$ cat config.mk
export PLATFORM = sky130hd
export DESIGN_NAME = lsir_top
export DESIGN_NICKNAME = d
export VERILOG_FILES = /design/src/lsir_pkg.sv /design/src/lsir_fault_counter.sv /design/src/lsir_axil_slave.sv /design/src/lsir_top.sv
export SDC_FILE = /design/constraint.sdc
export NUM_CORES = 1
export LEC_CHECK = 0
export ABC_AREA = 1
export BUFFER_PORTS_ARGS = -buffer_cell sky130_fd_sc_hd__buf_2
export CAP_MARGIN = 20
export CELL_PAD_IN_SITES_DETAIL_PLACEMENT = 0
export CELL_PAD_IN_SITES_GLOBAL_PLACEMENT = 2
export CORE_MARGIN = 2
export CORE_UTILIZATION = 27
export CTS_CLUSTER_DIAMETER = 80
export DETAILED_ROUTE_END_ITERATION = 12
export GPL_ROUTABILITY_DRIVEN = 1
export PLACE_DENSITY_LB_ADDON = 0.1
export SLEW_MARGIN = 40
export SYNTH_ARGS = -nofsm -noshare
export SYNTH_HDL_FRONTEND = slang
export SYNTH_SLANG_ARGS = --single-unit
$ cat constraint.sdc
create_clock -name aclk -period 2.5 [get_ports aclk]
set_input_delay 0.625 -clock aclk [delete_from_list [all_inputs] [get_ports aclk]]
set_output_delay 0.625 -clock aclk [all_outputs]
set_load 0.05 [all_outputs]
$ cat src/lsir_pkg.sv
// Shared constants, field layout and helpers of the light sensor interrupt block
package lsir_pkg;
    // Register byte offsets
    localparam logic [3:0] OFS_CONFIG = 4'h0;
    localparam logic [3:0] OFS_LOW    = 4'h4;
    localparam logic [3:0] OFS_HIGH   = 4'h8;
    localparam logic [3:0] OFS_ALERT  = 4'hC;
    // Configuration field positions
    localparam int FC_LSB   = 0;
    localparam int POL_BIT  = 3;
    localparam int LAT_BIT  = 4;
    localparam int FL_BIT   = 5;
    localparam int FH_BIT   = 6;
    localparam int CR_BIT   = 7;
    localparam int MODE_LSB = 9;
    localparam int EXP_TOP_LSB = 14;
    // Reset values
    localparam logic [1:0]  RST_MODE  = 2'h0;
    localparam logic        RST_LATCH = 1'h1;
    localparam logic        RST_POL   = 1'h0;
    localparam logic [1:0]  RST_FC    = 2'h0;
    localparam logic [15:0] RST_LOW   = 16'h0000;
    localparam logic [15:0] RST_HIGH  = 16'hBFFF;
    // Encodings
    localparam logic [1:0] MODE_SHUTDOWN = 2'h0;
    localparam logic [1:0] EXP_TOP_EOC   = 2'h3;
    localparam logic [1:0] RESP_OKAY     = 2'h0;
    localparam logic [1:0] RESP_SLVERR   = 2'h2;

    // Merge a written word into an old one by byte strobes
    function automatic logic [31:0] lsir_merge(input logic [31:0] old_w, input logic [31:0] new_w,
                                               input logic [3:0] strb);
        logic [31:0] res;
        res = old_w;
        for (int i = 0; i < 4; i++) begin
            if (strb[i]) begin
                res[8*i +: 8] = new_w[8*i +: 8];
            end
        end
        return res;
    endfunction : lsir_merge

    // Consecutive faults needed for a fault count field: 1, 2, 4 or 8
    function automatic logic [3:0] lsir_need(input logic [1:0] fc);
        return 4'h1 << fc;
    endfunction : lsir_need
endpackage : lsir_pkg

$ cat src/lsir_fault_counter.sv
// Consecutive fault counter for one limit
`timescale 1ns/10ps
module lsir_fault_counter #(
    parameter int CNT_W = 4
) (
    input  wire logic             aclk,
    input  wire logic             aresetn,
    input  wire logic             sample,
    input  wire logic             beyond,
    input  wire logic [CNT_W-1:0] need,
    output logic                  hit
);
    logic [CNT_W-1:0] count_r;
    logic [CNT_W-1:0] count_nxt;

    initial begin
        if (CNT_W < 4) begin
            $error("lsir_fault_counter: CNT_W must hold a count of 8");
        end
    end

    // Next count saturates at the needed value
    always_comb begin
        count_nxt = count_r;
        if (count_r < need) begin
            count_nxt = count_r + CNT_W'(1);
        end
    end

    // Hit once the run of faults reaches the need
    assign hit = sample && beyond && (count_nxt >= need);

    always_ff @(posedge aclk) begin
        if (!aresetn) begin
            count_r <= '0;
        end else if (sample) begin
            count_r <= beyond ? count_nxt : '0;
        end
    end
endmodule : lsir_fault_counter

$ cat src/lsir_axil_slave.sv
// AXI4-Lite slave front end: handshakes, one write and one read at a time
`timescale 1ns/10ps
module lsir_axil_slave #(
    parameter int ADDR_W = 4
) (
    input  wire logic              aclk,
    input  wire logic              aresetn,
    input  wire logic [ADDR_W-1:0] s_axil_awaddr,
    input  wire logic              s_axil_awvalid,
    output logic                   s_axil_awready,
    input  wire logic [31:0]       s_axil_wdata,
    input  wire logic [3:0]        s_axil_wstrb,
    input  wire logic              s_axil_wvalid,
    output logic                   s_axil_wready,
    output logic [1:0]             s_axil_bresp,
    output logic                   s_axil_bvalid,
    input  wire logic              s_axil_bready,
    input  wire logic [ADDR_W-1:0] s_axil_araddr,
    input  wire logic              s_axil_arvalid,
    output logic                   s_axil_arready,
    output logic [31:0]            s_axil_rdata,
    output logic [1:0]             s_axil_rresp,
    output logic                   s_axil_rvalid,
    input  wire logic              s_axil_rready,
    output logic                   wr_en,
    output logic [ADDR_W-1:0]      wr_addr,
    output logic [31:0]            wr_data,
    output logic [3:0]             wr_strb,
    input  wire logic              wr_err,
    output logic                   rd_en,
    output logic [ADDR_W-1:0]      rd_addr,
    input  wire logic [31:0]       rd_data,
    input  wire logic              rd_err
);
    logic aw_held_r;
    logic w_held_r;

    initial begin
        if (ADDR_W < 4) begin
            $error("lsir_axil_slave: ADDR_W must cover four words");
        end
    end

    // Channels are ready while nothing is held and no answer waits
    assign s_axil_awready = !aw_held_r && !s_axil_bvalid;
    assign s_axil_wready  = !w_held_r && !s_axil_bvalid;
    assign s_axil_arready = !s_axil_rvalid;
    assign wr_en          = aw_held_r && w_held_r && !s_axil_bvalid;
    assign rd_en          = s_axil_arvalid && s_axil_arready;
    assign rd_addr        = s_axil_araddr;

    // Write address and data capture, either order
    always_ff @(posedge aclk) begin
        if (!aresetn) begin
            aw_held_r <= 1'b0;
            w_held_r  <= 1'b0;
            wr_addr   <= '0;
            wr_data   <= '0;
            wr_strb   <= '0;
        end else begin
            if (s_axil_awvalid && s_axil_awready) begin
                aw_held_r <= 1'b1;
                wr_addr   <= s_axil_awaddr;
            end else if (wr_en) begin
                aw_held_r <= 1'b0;
            end
            if (s_axil_wvalid && s_axil_wready) begin
                w_held_r <= 1'b1;
                wr_data  <= s_axil_wdata;
                wr_strb  <= s_axil_wstrb;
            end else if (wr_en) begin
                w_held_r <= 1'b0;
            end
        end
    end

    // Write response
    always_ff @(posedge aclk) begin
        if (!aresetn) begin
            s_axil_bvalid <= 1'b0;
            s_axil_bresp  <= lsir_pkg::RESP_OKAY;
        end else if (wr_en) begin
            s_axil_bvalid <= 1'b1;
            s_axil_bresp  <= wr_err ? lsir_pkg::RESP_SLVERR : lsir_pkg::RESP_OKAY;
        end else if (s_axil_bready) begin
            s_axil_bvalid <= 1'b0;
        end
    end

    // Read data captured in the cycle the address is taken
    always_ff @(posedge aclk) begin
        if (!aresetn) begin
            s_axil_rvalid <= 1'b0;
            s_axil_rdata  <= '0;
            s_axil_rresp  <= lsir_pkg::RESP_OKAY;
        end else if (rd_en) begin
            s_axil_rvalid <= 1'b1;
            s_axil_rdata  <= rd_data;
            s_axil_rresp  <= rd_err ? lsir_pkg::RESP_SLVERR : lsir_pkg::RESP_OKAY;
        end else if (s_axil_rready) begin
            s_axil_rvalid <= 1'b0;
        end
    end
endmodule : lsir_axil_slave

$ cat src/lsir_top.sv
// Light sensor interrupt reporting: limits, fault counts, flags and interrupt pin
`timescale 1ns/10ps
// Summary of operation
// - Latch bit 1 selects latched window, 0 selects transparent hysteresis comparison.
// - Latched: flags and interrupt hold until config read; alert clears interrupt only.
// - Transparent, high run: interrupt active, flag-high 1, flag-low 0.
// - Transparent, low run: interrupt inactive outside end-of-conversion, flag-low 1, flag-high 0.
// - Transparent: config reads and writes leave flags alone, and interrupt too outside end-of-conversion.
// - Transparent: alert response is ignored and not answered.
// - A config read clears conversion-ready just after the read unless a conversion completes in the same cycle.
// - Polarity 0 pulls pin low when active; polarity 1 when inactive.
// - Low-limit exponent top bits 11 select end-of-conversion mode.
// - End-of-conversion: each conversion sets interrupt active and conversion-ready.
// - End-of-conversion latched: runs set their flag, other flag unchanged.
// - End-of-conversion latched: read, running write or alert clear interrupt.
// - End-of-conversion latched: config read clears flags, interrupt, conversion-ready.
// - Shutdown config write leaves flags and conversion-ready unchanged; interrupt too unless it clears a set latch bit.
// - Running config write clears conversion-ready, flags unchanged.
module lsir_top #(
    parameter int ADDR_W = 4,
    parameter int RES_W  = 16
) (
    input  wire logic              aclk,
    input  wire logic              aresetn,
    input  wire logic [ADDR_W-1:0] s_axil_awaddr,
    input  wire logic [2:0]        s_axil_awprot,
    input  wire logic              s_axil_awvalid,
    output logic                   s_axil_awready,
    input  wire logic [31:0]       s_axil_wdata,
    input  wire logic [3:0]        s_axil_wstrb,
    input  wire logic              s_axil_wvalid,
    output logic                   s_axil_wready,
    output logic [1:0]             s_axil_bresp,
    output logic                   s_axil_bvalid,
    input  wire logic              s_axil_bready,
    input  wire logic [ADDR_W-1:0] s_axil_araddr,
    input  wire logic [2:0]        s_axil_arprot,
    input  wire logic              s_axil_arvalid,
    output logic                   s_axil_arready,
    output logic [31:0]            s_axil_rdata,
    output logic [1:0]             s_axil_rresp,
    output logic                   s_axil_rvalid,
    input  wire logic              s_axil_rready,
    input  wire logic              conv_done,
    input  wire logic [RES_W-1:0]  conv_result,
    output logic                   int_o,
    output logic                   int_oe_n
);
    // ****************************************************************
    // Declarations
    // ****************************************************************
    logic              wr_en;
    logic [ADDR_W-1:0] wr_addr;
    logic [31:0]       wr_data;
    logic [3:0]        wr_strb;
    logic              wr_err;
    logic              rd_en;
    logic [ADDR_W-1:0] rd_addr;
    logic [31:0]       rd_data;
    logic              rd_err;
    logic [1:0]        mode_r;
    logic              latch_r;
    logic              interrupt_polarity;
    logic [1:0]        fc_r;
    logic [RES_W-1:0]  low_r;
    logic [RES_W-1:0]  high_r;
    logic              fh_r;
    logic              fl_r;
    logic              int_r;
    logic              cr_r;
    logic              fh_nxt;
    logic              fl_nxt;
    logic              int_nxt;
    logic [31:0]       cfg_word;
    logic [31:0]       cfg_new;
    logic [1:0]        low_limit_exponent_top;
    logic              eoc;
    logic              cfg_rd;
    logic              alert_rd;
    logic              cfg_wr;
    logic              run_wr;
    logic              hi_hit;
    logic              lo_hit;

    initial begin
        if (RES_W != 16) begin
            $error("lsir_top: RES_W must be 16");
        end
    end

    // ****************************************************************
    // Bus front end and decode
    // ****************************************************************
    lsir_axil_slave #(.ADDR_W(ADDR_W)) u_bus (
        .aclk           (aclk),
        .aresetn        (aresetn),
        .s_axil_awaddr  (s_axil_awaddr),
        .s_axil_awvalid (s_axil_awvalid),
        .s_axil_awready (s_axil_awready),
        .s_axil_wdata   (s_axil_wdata),
        .s_axil_wstrb   (s_axil_wstrb),
        .s_axil_wvalid  (s_axil_wvalid),
        .s_axil_wready  (s_axil_wready),
        .s_axil_bresp   (s_axil_bresp),
        .s_axil_bvalid  (s_axil_bvalid),
        .s_axil_bready  (s_axil_bready),
        .s_axil_araddr  (s_axil_araddr),
        .s_axil_arvalid (s_axil_arvalid),
        .s_axil_arready (s_axil_arready),
        .s_axil_rdata   (s_axil_rdata),
        .s_axil_rresp   (s_axil_rresp),
        .s_axil_rvalid  (s_axil_rvalid),
        .s_axil_rready  (s_axil_rready),
        .wr_en          (wr_en),
        .wr_addr        (wr_addr),
        .wr_data        (wr_data),
        .wr_strb        (wr_strb),
        .wr_err         (wr_err),
        .rd_en          (rd_en),
        .rd_addr        (rd_addr),
        .rd_data        (rd_data),
        .rd_err         (rd_err)
    );

    // Unaligned or out-of-map addresses answer with an error
    assign wr_err   = (wr_addr[1:0] != 2'h0) || (wr_addr > ADDR_W'(lsir_pkg::OFS_ALERT));
    assign rd_err   = (rd_addr[1:0] != 2'h0) || (rd_addr > ADDR_W'(lsir_pkg::OFS_ALERT));
    assign cfg_rd   = rd_en && (rd_addr == ADDR_W'(lsir_pkg::OFS_CONFIG));
    assign alert_rd = rd_en && (rd_addr == ADDR_W'(lsir_pkg::OFS_ALERT));
    assign cfg_wr   = wr_en && (wr_addr == ADDR_W'(lsir_pkg::OFS_CONFIG));

    // Configuration word as software sees it
    always_comb begin
        cfg_word                                    = '0;
        cfg_word[lsir_pkg::FC_LSB +: 2]             = fc_r;
        cfg_word[lsir_pkg::POL_BIT]                 = interrupt_polarity;
        cfg_word[lsir_pkg::LAT_BIT]                 = latch_r;
        cfg_word[lsir_pkg::FL_BIT]                  = fl_r;
        cfg_word[lsir_pkg::FH_BIT]                  = fh_r;
        cfg_word[lsir_pkg::CR_BIT]                  = cr_r;
        cfg_word[lsir_pkg::MODE_LSB +: 2]           = mode_r;
    end

    assign cfg_new = lsir_pkg::lsir_merge(cfg_word, wr_data, wr_strb);
    assign run_wr  = cfg_wr && (cfg_new[lsir_pkg::MODE_LSB +: 2] != lsir_pkg::MODE_SHUTDOWN);

    // Read data mux; the alert word answers only in latched mode
    always_comb begin
        rd_data = '0;
        case (rd_addr)
            ADDR_W'(lsir_pkg::OFS_CONFIG): rd_data = cfg_word;
            ADDR_W'(lsir_pkg::OFS_LOW):    rd_data = {16'h0000, low_r};
            ADDR_W'(lsir_pkg::OFS_HIGH):   rd_data = {16'h0000, high_r};
            ADDR_W'(lsir_pkg::OFS_ALERT):  rd_data = {31'h00000000, latch_r && int_r};
            default:                       rd_data = '0;
        endcase
    end

    // ****************************************************************
    // Writable registers
    // ****************************************************************
    // Configuration fields
    always_ff @(posedge aclk) begin
        if (!aresetn) begin
            mode_r             <= lsir_pkg::RST_MODE;
            latch_r            <= lsir_pkg::RST_LATCH;
            interrupt_polarity <= lsir_pkg::RST_POL;
            fc_r               <= lsir_pkg::RST_FC;
        end else if (cfg_wr) begin
            mode_r             <= cfg_new[lsir_pkg::MODE_LSB +: 2];
            latch_r            <= cfg_new[lsir_pkg::LAT_BIT];
            interrupt_polarity <= cfg_new[lsir_pkg::POL_BIT];
            fc_r               <= cfg_new[lsir_pkg::FC_LSB +: 2];
        end
    end

    // Limit registers
    always_ff @(posedge aclk) begin
        if (!aresetn) begin
            low_r  <= lsir_pkg::RST_LOW;
            high_r <= lsir_pkg::RST_HIGH;
        end else if (wr_en) begin
            if (wr_addr == ADDR_W'(lsir_pkg::OFS_LOW)) begin
                low_r <= 16'(lsir_pkg::lsir_merge({16'h0000, low_r}, wr_data, wr_strb));
            end
            if (wr_addr == ADDR_W'(lsir_pkg::OFS_HIGH)) begin
                high_r <= 16'(lsir_pkg::lsir_merge({16'h0000, high_r}, wr_data, wr_strb));
            end
        end
    end

    assign low_limit_exponent_top = low_r[lsir_pkg::EXP_TOP_LSB +: 2];
    assign eoc = (low_limit_exponent_top == lsir_pkg::EXP_TOP_EOC);

    // ****************************************************************
    // Fault counting
    // ****************************************************************
    // separate runs per limit
    lsir_fault_counter #(.CNT_W(4)) u_hi_cnt (
        .aclk    (aclk),
        .aresetn (aresetn),
        .sample  (conv_done),
        .beyond  (conv_result > high_r),
        .need    (lsir_pkg::lsir_need(fc_r)),
        .hit     (hi_hit)
    );

    lsir_fault_counter #(.CNT_W(4)) u_lo_cnt (
        .aclk    (aclk),
        .aresetn (aresetn),
        .sample  (conv_done),
        .beyond  (conv_result < low_r),
        .need    (lsir_pkg::lsir_need(fc_r)),
        .hit     (lo_hit)
    );

    // ****************************************************************
    // Flags and interrupt state
    // ****************************************************************
    // Clears first, conversion events last so a set wins
    always_comb begin
        fh_nxt  = fh_r;
        fl_nxt  = fl_r;
        int_nxt = int_r;
        if (cfg_rd && latch_r) begin
            fh_nxt  = 1'b0;
            fl_nxt  = 1'b0;
            int_nxt = 1'b0;
        end
        // in end-of-conversion mode, read or running write drops the pin
        if (eoc && (cfg_rd || run_wr)) begin
            int_nxt = 1'b0;
        end
        // alert clears the pin only when latched
        if (alert_rd && latch_r) begin
            int_nxt = 1'b0;
        end
        // clearing the latch bit drops the pin
        if (cfg_wr && latch_r && !cfg_new[lsir_pkg::LAT_BIT]) begin
            int_nxt = 1'b0;
        end
        if (hi_hit) begin
            fh_nxt  = 1'b1;
            fl_nxt  = latch_r ? fl_nxt : 1'b0;
            int_nxt = 1'b1;
        end else if (lo_hit) begin
            fl_nxt  = 1'b1;
            fh_nxt  = latch_r ? fh_nxt : 1'b0;
            // transparent low run releases the pin outside end-of-conversion mode
            int_nxt = latch_r || eoc;
        end
        if (eoc && conv_done) begin
            int_nxt = 1'b1;
        end
    end

    always_ff @(posedge aclk) begin
        if (!aresetn) begin
            fh_r  <= 1'b0;
            fl_r  <= 1'b0;
            int_r <= 1'b0;
        end else begin
            fh_r  <= fh_nxt;
            fl_r  <= fl_nxt;
            int_r <= int_nxt;
        end
    end

    always_ff @(posedge aclk) begin
        if (!aresetn) begin
            cr_r <= 1'b0;
        end else if (conv_done) begin
            cr_r <= 1'b1;
        end else if (cfg_rd || run_wr) begin
            cr_r <= 1'b0;
        end
    end

    // open-drain pin, low when active xor polarity
    assign int_o    = 1'b0;
    assign int_oe_n = !(int_r ^ interrupt_polarity);

    // ****************************************************************
    // Assertions
    // ****************************************************************
    a_read_clears_ready: assert property (@(posedge aclk) disable iff (!aresetn)
        cfg_rd && !conv_done |=> !cr_r) else $error("ready not cleared by read");
    a_trans_high_run: assert property (@(posedge aclk) disable iff (!aresetn)
        !latch_r && hi_hit |=> int_r && fh_r && !fl_r) else $error("bad transparent high");
    a_trans_low_run: assert property (@(posedge aclk) disable iff (!aresetn)
        !latch_r && !eoc && lo_hit && !hi_hit |=> !int_r && fl_r && !fh_r)
        else $error("bad transparent low");
    a_trans_stable_state: assert property (@(posedge aclk) disable iff (!aresetn)
        !latch_r && !eoc && !conv_done |=> $stable(int_r) && $stable(fh_r) && $stable(fl_r))
        else $error("transparent state moved without conversion");
    a_alert_not_answered: assert property (@(posedge aclk) disable iff (!aresetn)
        alert_rd && !latch_r |=> s_axil_rvalid && s_axil_rdata == 32'h00000000)
        else $error("alert answered in transparent mode");
    a_pin_polarity: assert property (@(posedge aclk) disable iff (!aresetn)
        (int_r != interrupt_polarity) |-> !int_oe_n && !int_o) else $error("pin not pulled low");
    a_latched_hold: assert property (@(posedge aclk) disable iff (!aresetn)
        latch_r && !eoc && int_r && !rd_en && !wr_en |=> int_r) else $error("latched pin dropped");
    a_eoc_conversion: assert property (@(posedge aclk) disable iff (!aresetn)
        eoc && conv_done |=> int_r && cr_r) else $error("end of conversion not reported");
    a_eoc_read_clear: assert property (@(posedge aclk) disable iff (!aresetn)
        eoc && latch_r && cfg_rd && !conv_done |=> !fh_r && !fl_r && !int_r && !cr_r)
        else $error("read did not clear end-of-conversion state");
    a_shutdown_write: assert property (@(posedge aclk) disable iff (!aresetn)
        cfg_wr && !run_wr && !rd_en && !conv_done
        |=> $stable(fh_r) && $stable(fl_r) && $stable(int_r) && $stable(cr_r))
        else $error("shutdown write changed state");
endmodule : lsir_top

# Word level (Yosys, flattened, before mapping)

Cells that the tools add are included.

Register bits after elaboration: 112
Bits in latches: 0
Bits in writable memories: 0
Bits in read-only memories: 0
Bits of input ports: 74
Word-level logic and storage cells: 123
Memories kept: 0

Add/subtract/negate cells: 2
$mul: 0
Divide/modulo/power cells: 0
Order comparisons: 8
Eq/ne operators: 6
Shift-type cells: 1
Muxes and demuxes: 33
Bitwise logic cells: 1
Reductions and logical operators: 48

Operators with widths:

| cell                  | count |
|---|---|
| $pmux W16 S4          | 1 |
| $mux W1               | 24 |
| $logic_and A1 B1 Y1   | 22 |
| $gt A16 B16 Y1        | 1 |
| $lt A16 B16 Y1        | 1 |
| $mux W4               | 4 |
| $reduce_bool A2 Y1    | 8 |
| $eq A4 B4 Y1 const B  | 3 |
| $reduce_and A3 Y1     | 4 |
| $add A4 B1 Y4 const B | 2 |
| $eq A4 B3 Y1 const B  | 2 |
| $ge A4 B4 Y1          | 2 |
| $gt A4 B4 Y1 const B  | 2 |
| $logic_not A4 Y1      | 2 |
| $lt A4 B4 Y1          | 2 |
| $reduce_bool A7 Y1    | 1 |
| $logic_not A1 Y1      | 6 |
| $mux W5               | 1 |
| $logic_or A1 B1 Y1    | 4 |
| $mux W2               | 2 |
| $shl A1 B2 Y4 const A | 1 |
| $mux W3               | 1 |
| $eq A2 B2 Y1 const B  | 1 |
| $reduce_and A2 Y1     | 1 |
| $xor A1 B1 Y1         | 1 |

# Longest topological paths before layout

Depth after elaboration: 12
Depth in mapped cells: 19
Mapped depth without buffers: 19

# Cells and area by module

A second synthesis with hierarchy kept.

Cell total of the unflattened synthesis: 963
Area total of the unflattened synthesis: 7,014.2 µm²

Modules (own cells, without submodules):

| module             | times used | cells an instance | area each (µm²) |
|---|---|---|---|
| lsir_axil_slave    | 1          | 442               | 3,359.5 |
| lsir_top           | 1          | 371               | 2,738.9 |
| lsir_fault_counter | 2          | 75                | 457.9 |

# Worst setup path before layout

Ideal clock, no wire load.

Kind: flip-flop to flip-flop
From: reg fc_r[1]
To: reg fh_r
Library setup time: 109 ps
Arrival: 2,244 ps
Data required time: 2,391 ps
Path slack: 148 ps
Stages on the path, launching flop included: 16
Period minus slack after synthesis: 2,352 ps
Path through: dfxtp_1 nand2_1 ha_1 a21oi_1 nand2_2 nand2_1 nand2_2 ha_1 inv_1 nor2_1 o211ai_1 nand3_1 nand3_1 nand3b_1 nand2_1 inv_1

Longest elaborated chain between the ends: 7
Elaborated cells between the ends (all ways): 11

Ends and longest elaborated chain:

| element                | RTL line                 | RTL |
|---|---|---|
| from (decl)            | lsir_top.sv:64           | `logic [1:0] fc_r;` |
| from (signal assigned) | lsir_top.sv:168          | `fc_r <= lsir_pkg::RST_FC;` |
| from (signal assigned) | lsir_top.sv:173          | `fc_r <= cfg_new[lsir_pkg::FC_LSB +: 2];` |
| $shl A1 B2 Y4 *        | lsir_pkg.sv:45           | `return 4'h1 << fc;` |
| $lt A4 B4 Y1           | lsir_fault_counter.sv:25 | `if (count_r < need) begin` |
| $mux W4                | lsir_fault_counter.sv:25 |  |
| $ge A4 B4 Y1           | lsir_fault_counter.sv:31 | `assign hit = sample && beyond && (count_nxt >= need);` |
| $logic_and A1 B1 Y1    | lsir_fault_counter.sv:31 |  |
| $mux W1                | lsir_top.sv:246          | `end else if (lo_hit) begin` |
| $mux W1 *              | lsir_top.sv:242          | `if (hi_hit) begin` |
| to (signal assigned)   | lsir_top.sv:263          | `fh_r <= fh_nxt;` |
| to (decl)              | lsir_top.sv:67           | `logic fh_r;` |

Mark *: on every way between the ends. The rest lies on a longest branch, timed or not.
A chain may end at the register's enable or synchronous reset.

# Final worst setup path

From: reg fc_r[1]
To: reg int_r

Longest elaborated chain between the ends: 8
Elaborated cells between the ends (all ways): 13

Ends and longest elaborated chain:

| element              | RTL line                 | RTL |
|---|---|---|
| $shl A1 B2 Y4 *      | lsir_pkg.sv:45           |  |
| $lt A4 B4 Y1         | lsir_fault_counter.sv:25 |  |
| $mux W4              | lsir_fault_counter.sv:25 |  |
| $ge A4 B4 Y1         | lsir_fault_counter.sv:31 |  |
| $logic_and A1 B1 Y1  | lsir_fault_counter.sv:31 |  |
| $mux W1              | lsir_top.sv:246          |  |
| $mux W1              | lsir_top.sv:242          |  |
| $mux W1              | lsir_top.sv:252          | `if (eoc && conv_done) begin` |
| to (signal assigned) | lsir_top.sv:265          | `int_r <= int_nxt;` |
| to (decl)            | lsir_top.sv:69           | `logic int_r;` |

Marked as above.

==> summary.md <==
| Metric | Value |
|---|---|
| Status | `finished clean` |
| Wire per inst | `14.4 microns` |
| Via count of the first global-routing pass | `4370` |
| Total of max-cap violations | `0` |
| Top sig layer | `met4` |
| Crit path buf inv count | `2` |
| Worst Max-Slew Pin Slew | `0.507 ns` |
| Comb power frac | `16.8%` |
| Area Overhead vs Synth | `21.7%` |
| CTS Hold Bufs | `0` |
| Routed met1 length | `7500 microns` |
| Later-pin clock latency in the skew report | `0.35 ns` |
| Post-synthesis sequential area ratio | `36.1%` |
| Cell Area, Placed | `5870 sq um` |
| CTS Root Buffer Type | `clkbuf_16` |
| Share of cells above drive strength 1 | `22.4%` |
| Critical path required time | `2.73 ns` |
| Yosys warning total | `0` |
| HP Class | `register to register` |
| Vias per cell | `4.41` |
| DRC | `0` |
| CP Cell Sequence | `inv_4, nand2_4, ha_1, o21ai_1, nand2_1, nand3_2, nand2_4, nand2_1, nand2_2, ha_4, inv_1, nor2_1, o211ai_1, nand3_1, nand3_2, nand2_1, nor2_1, nor2_1` |
| Vias | `4604` |
| Clock buffer depth | `2` |
| Pwr dens | `573 nW/um^2` |
| Die Ht | `143 microns` |
| RePlAce Congestion | `0.792` |
| Clock share of power | `39.3%` |
| HPWL Detailed | `11400 microns` |
| Flop pwr share | `44.0%` |
| CTS tree | `done` |
| Slew HR | `66.1%` |
| Final period util | `92.3%` |
| Filler instances | `2028` |
| Yosys reg bits | `94` |
| Total power | `3640 uW` |
| Pleak | `0.00294 uW` |
| Die area | `20400 sq um` |
| First-pass GRT wire length | `23600 microns` |
| VDD IR max | `0.000329 V` |
| Pre-CTS setup slack | `-0.0525 ns` |
| NumNets Final | `902` |
| # diodes | `0` |
| Synth Cell Area | `5210 sq um` |
| Initial DRC Count | `227` |
| H-tree depth | `3` |
| Clock-pin slew on the worst setup and hold paths | `0.07 ns` |
| Wire length on met2 | `6590 microns` |
| Crit path capture type | `register` |
| Initial antenna violation count | `0` |
| Routed Antenna Nets | `0` |
| Sw Share | `30.0%` |
| Clock Skew | `0.00531 ns` |
| Syn avg cell area | `7.45 sq um` |
| Critical path type | `register to register` |
| Final-report setup violation count | `0` |
| Mapped Cells | `700` |
| Hold Vio Cnt, Final | `0` |
| Initial Util | `27.7%` |
| Switch Pwr | `1090 uW` |
| Most frequent cells in the layout | `nand2_1, dfxtp_1, a21oi_1` |
| CP Launch Type | `register` |
| Largest net degree at the start of global routing | `38` |
| CP arrival | `2.54 ns` |
| Synth cell types | `35` |
| Most common library cell in the layout ignoring fill and taps | `nand2_1` |
| Placement Rows | `50` |
| Final WS setup | `0.192 ns` |
| Tot GR Track Use | `15.1%` |
| Total I/O pin count | `117` |
| Reg2Reg Setup Slack | `0.19 ns` |
| Pint | `2540 uW` |
| CP top delay family | `simple AND/OR/NAND/NOR gates` |
| Min Clock Period, post-route | `2.31 ns` |
| CP max-delay cell | `dfxtp_4` |
| Total gr overflow | `0` |
| CTS sink cnt | `94` |
| Max Clk Rate | `433 MHz` |
| Total core area | `18800 sq um` |
| Cell area after layout | `6340 sq um` |
| Die X | `143 microns` |
| IO buf count | `73` |
| DR WL met3 | `716 microns` |
| Count of TritonRoute iterations in the first routing pass | `4` |
| DRT Wirelength | `15000 microns` |
| Worst Path Max Fanout | `5` |
| Max incr delay on CP | `0.37 ns` |
| Final max-slew violation count | `0` |
| Total CTS buffers | `9` |
[final timing paths]
path	startpoint	to	cells past startpoint
worst min register to register	u_bus.s_axil_rdata[11]$_SDFFE_PN0P_	u_bus.s_axil_rdata[11]$_SDFFE_PN0P_	2
worst max-delay path	fc_r[1]$_SDFFE_PN0P_	int_r$_SDFFE_PN0P_	18
worst min-delay path	u_bus.s_axil_rdata[11]$_SDFFE_PN0P_	u_bus.s_axil_rdata[11]$_SDFFE_PN0P_	2
worst max register to register	fc_r[1]$_SDFFE_PN0P_	int_r$_SDFFE_PN0P_	18
[sequential cells by signal, indices dropped and copies added, names as in the netlist]
signal / cells
fl_r: 1
u_bus.wr_strb: 2
interrupt_polarity: 1
u_bus.wr_data: 16
u_bus.s_axil_rdata: 16
high_r: 16
u_bus.s_axil_bresp: 1
mode_r: 2
fh_r: 1
cr_r: 1
u_bus.s_axil_rvalid: 1
latch_r: 1
u_bus.s_axil_rresp: 1
u_bus.aw_held_r: 1
u_bus.w_held_r: 1
int_r: 1
u_bus.s_axil_bvalid: 1
u_bus.wr_addr: 4
fc_r: 2
u_lo_cnt.count_r: 4
low_r: 16
u_hi_cnt.count_r: 4
[cell usage after synthesis (all sizes together)]
cell | n | area share [%]
a21oi | 90 | 8.6
buf | 28 | 3.8
clkbuf | 12 | 0.86
clkinv | 2 | 0.14
conb | 1 | 0.072
dfxtp | 94 | 36
ha | 47 | 11
inv | 86 | 6.2
nand2 | 146 | 11
nand3 | 33 | 3.6
nand3b | 1 | 0.14
nand4 | 6 | 0.72
nor2 | 57 | 5.4
nor3 | 2 | 0.50
o211ai | 9 | 1.7
o21a | 3 | 0.43
o21ai | 60 | 5.8
o21bai | 1 | 0.14
o221ai | 8 | 1.3
o22ai | 7 | 0.84
o32ai | 1 | 0.17
xnor2 | 3 | 0.50
xor2 | 3 | 0.50
[worst register-to-register path, stage by stage, from the launching register on]
cell,delay (ns)
dfxtp_4,0.37
inv_4,0.07
nand2_4,0.06
ha_1,0.27
o21ai_1,0.06
nand2_1,0.08
nand3_2,0.10
nand2_4,0.13
nand2_1,0.07
nand2_2,0.10
ha_4,0.21
inv_1,0.05
nor2_1,0.03
o211ai_1,0.15
nand3_1,0.13
nand3_2,0.12
nand2_1,0.06
nor2_1,0.09
nor2_1,0.04
[per-stage QoR]
stage	TNS (ns)	cells	hold slack [ns]	util, %
after floorplan	0	718	0.429	-
after global placement	0	1029	0.454	31.1
after detailed placement	-0.0864	1029	0.450	31.1
after CTS	0	1044	0.464	32.8
after global routing	-0.0132	1045	0.482	33.7
final	0	1045	0.463	33.7
[cell families (layout without fill, tap and decap cells)]
| kind of cell | Yosys count | count (layout) | synth area share, % |
|---|---|---|---|
| and+or+nand+nor | 245 | 245 | 21.6 |
| buffers and inverters | 128 | 195 | 11.0 |
| DFF | 94 | 94 | 36.1 |
| AOI/OAI and AO/OA | 179 | 179 | 19.0 |
| adders and majority gates | 47 | 47 | 11.3 |
| xor gates and xnor gates | 6 | 6 | 1.01 |
| other | 1 | 19 | 0.0719 |
[layer usage]
metal / global-route usage, % / up-vias
met5: 0 / -
met4: 4.69 / 0
met3: 2.38 / 8
met2: 23.3 / 87
met1: 21.4 / 2061
li1: - / 2448
[repair_timing]
| item | CTS | global route |
|---|---|---|
| gates resized for setup | 3 | 28 |
| buffers inserted | 0 | 1 |
| pin swaps | 0 | 17 |
| endpoints found under the setup margin | 3 | 3 |
[power by group through the flow]
stage | Sequential, uW | Combinational, uW | Clock (uW)
final | 1600 | 610 | 1430
after global routing | 1610 | 684 | 1530
after CTS | 1600 | 587 | 1470
after detailed placement | 1640 | 585 | 0
after global placement | 1630 | 579 | 0
after floorplan | 1640 | 418 | 0
[layout make-up]
class	instances	area [sq um]	share of cell area, %
Timing Repair Buffer	92	508	8.01
Tap cell	260	325	5.13
Clock inverter	5	58.8	0.927
Clock buffer	10	239	3.77
Inverter	88	333	5.25
Sequential cell	94	1890	29.8
Multi-Input combinational cell	496	2990	47.2
Note: power is estimated with default switching activity, not from simulation.
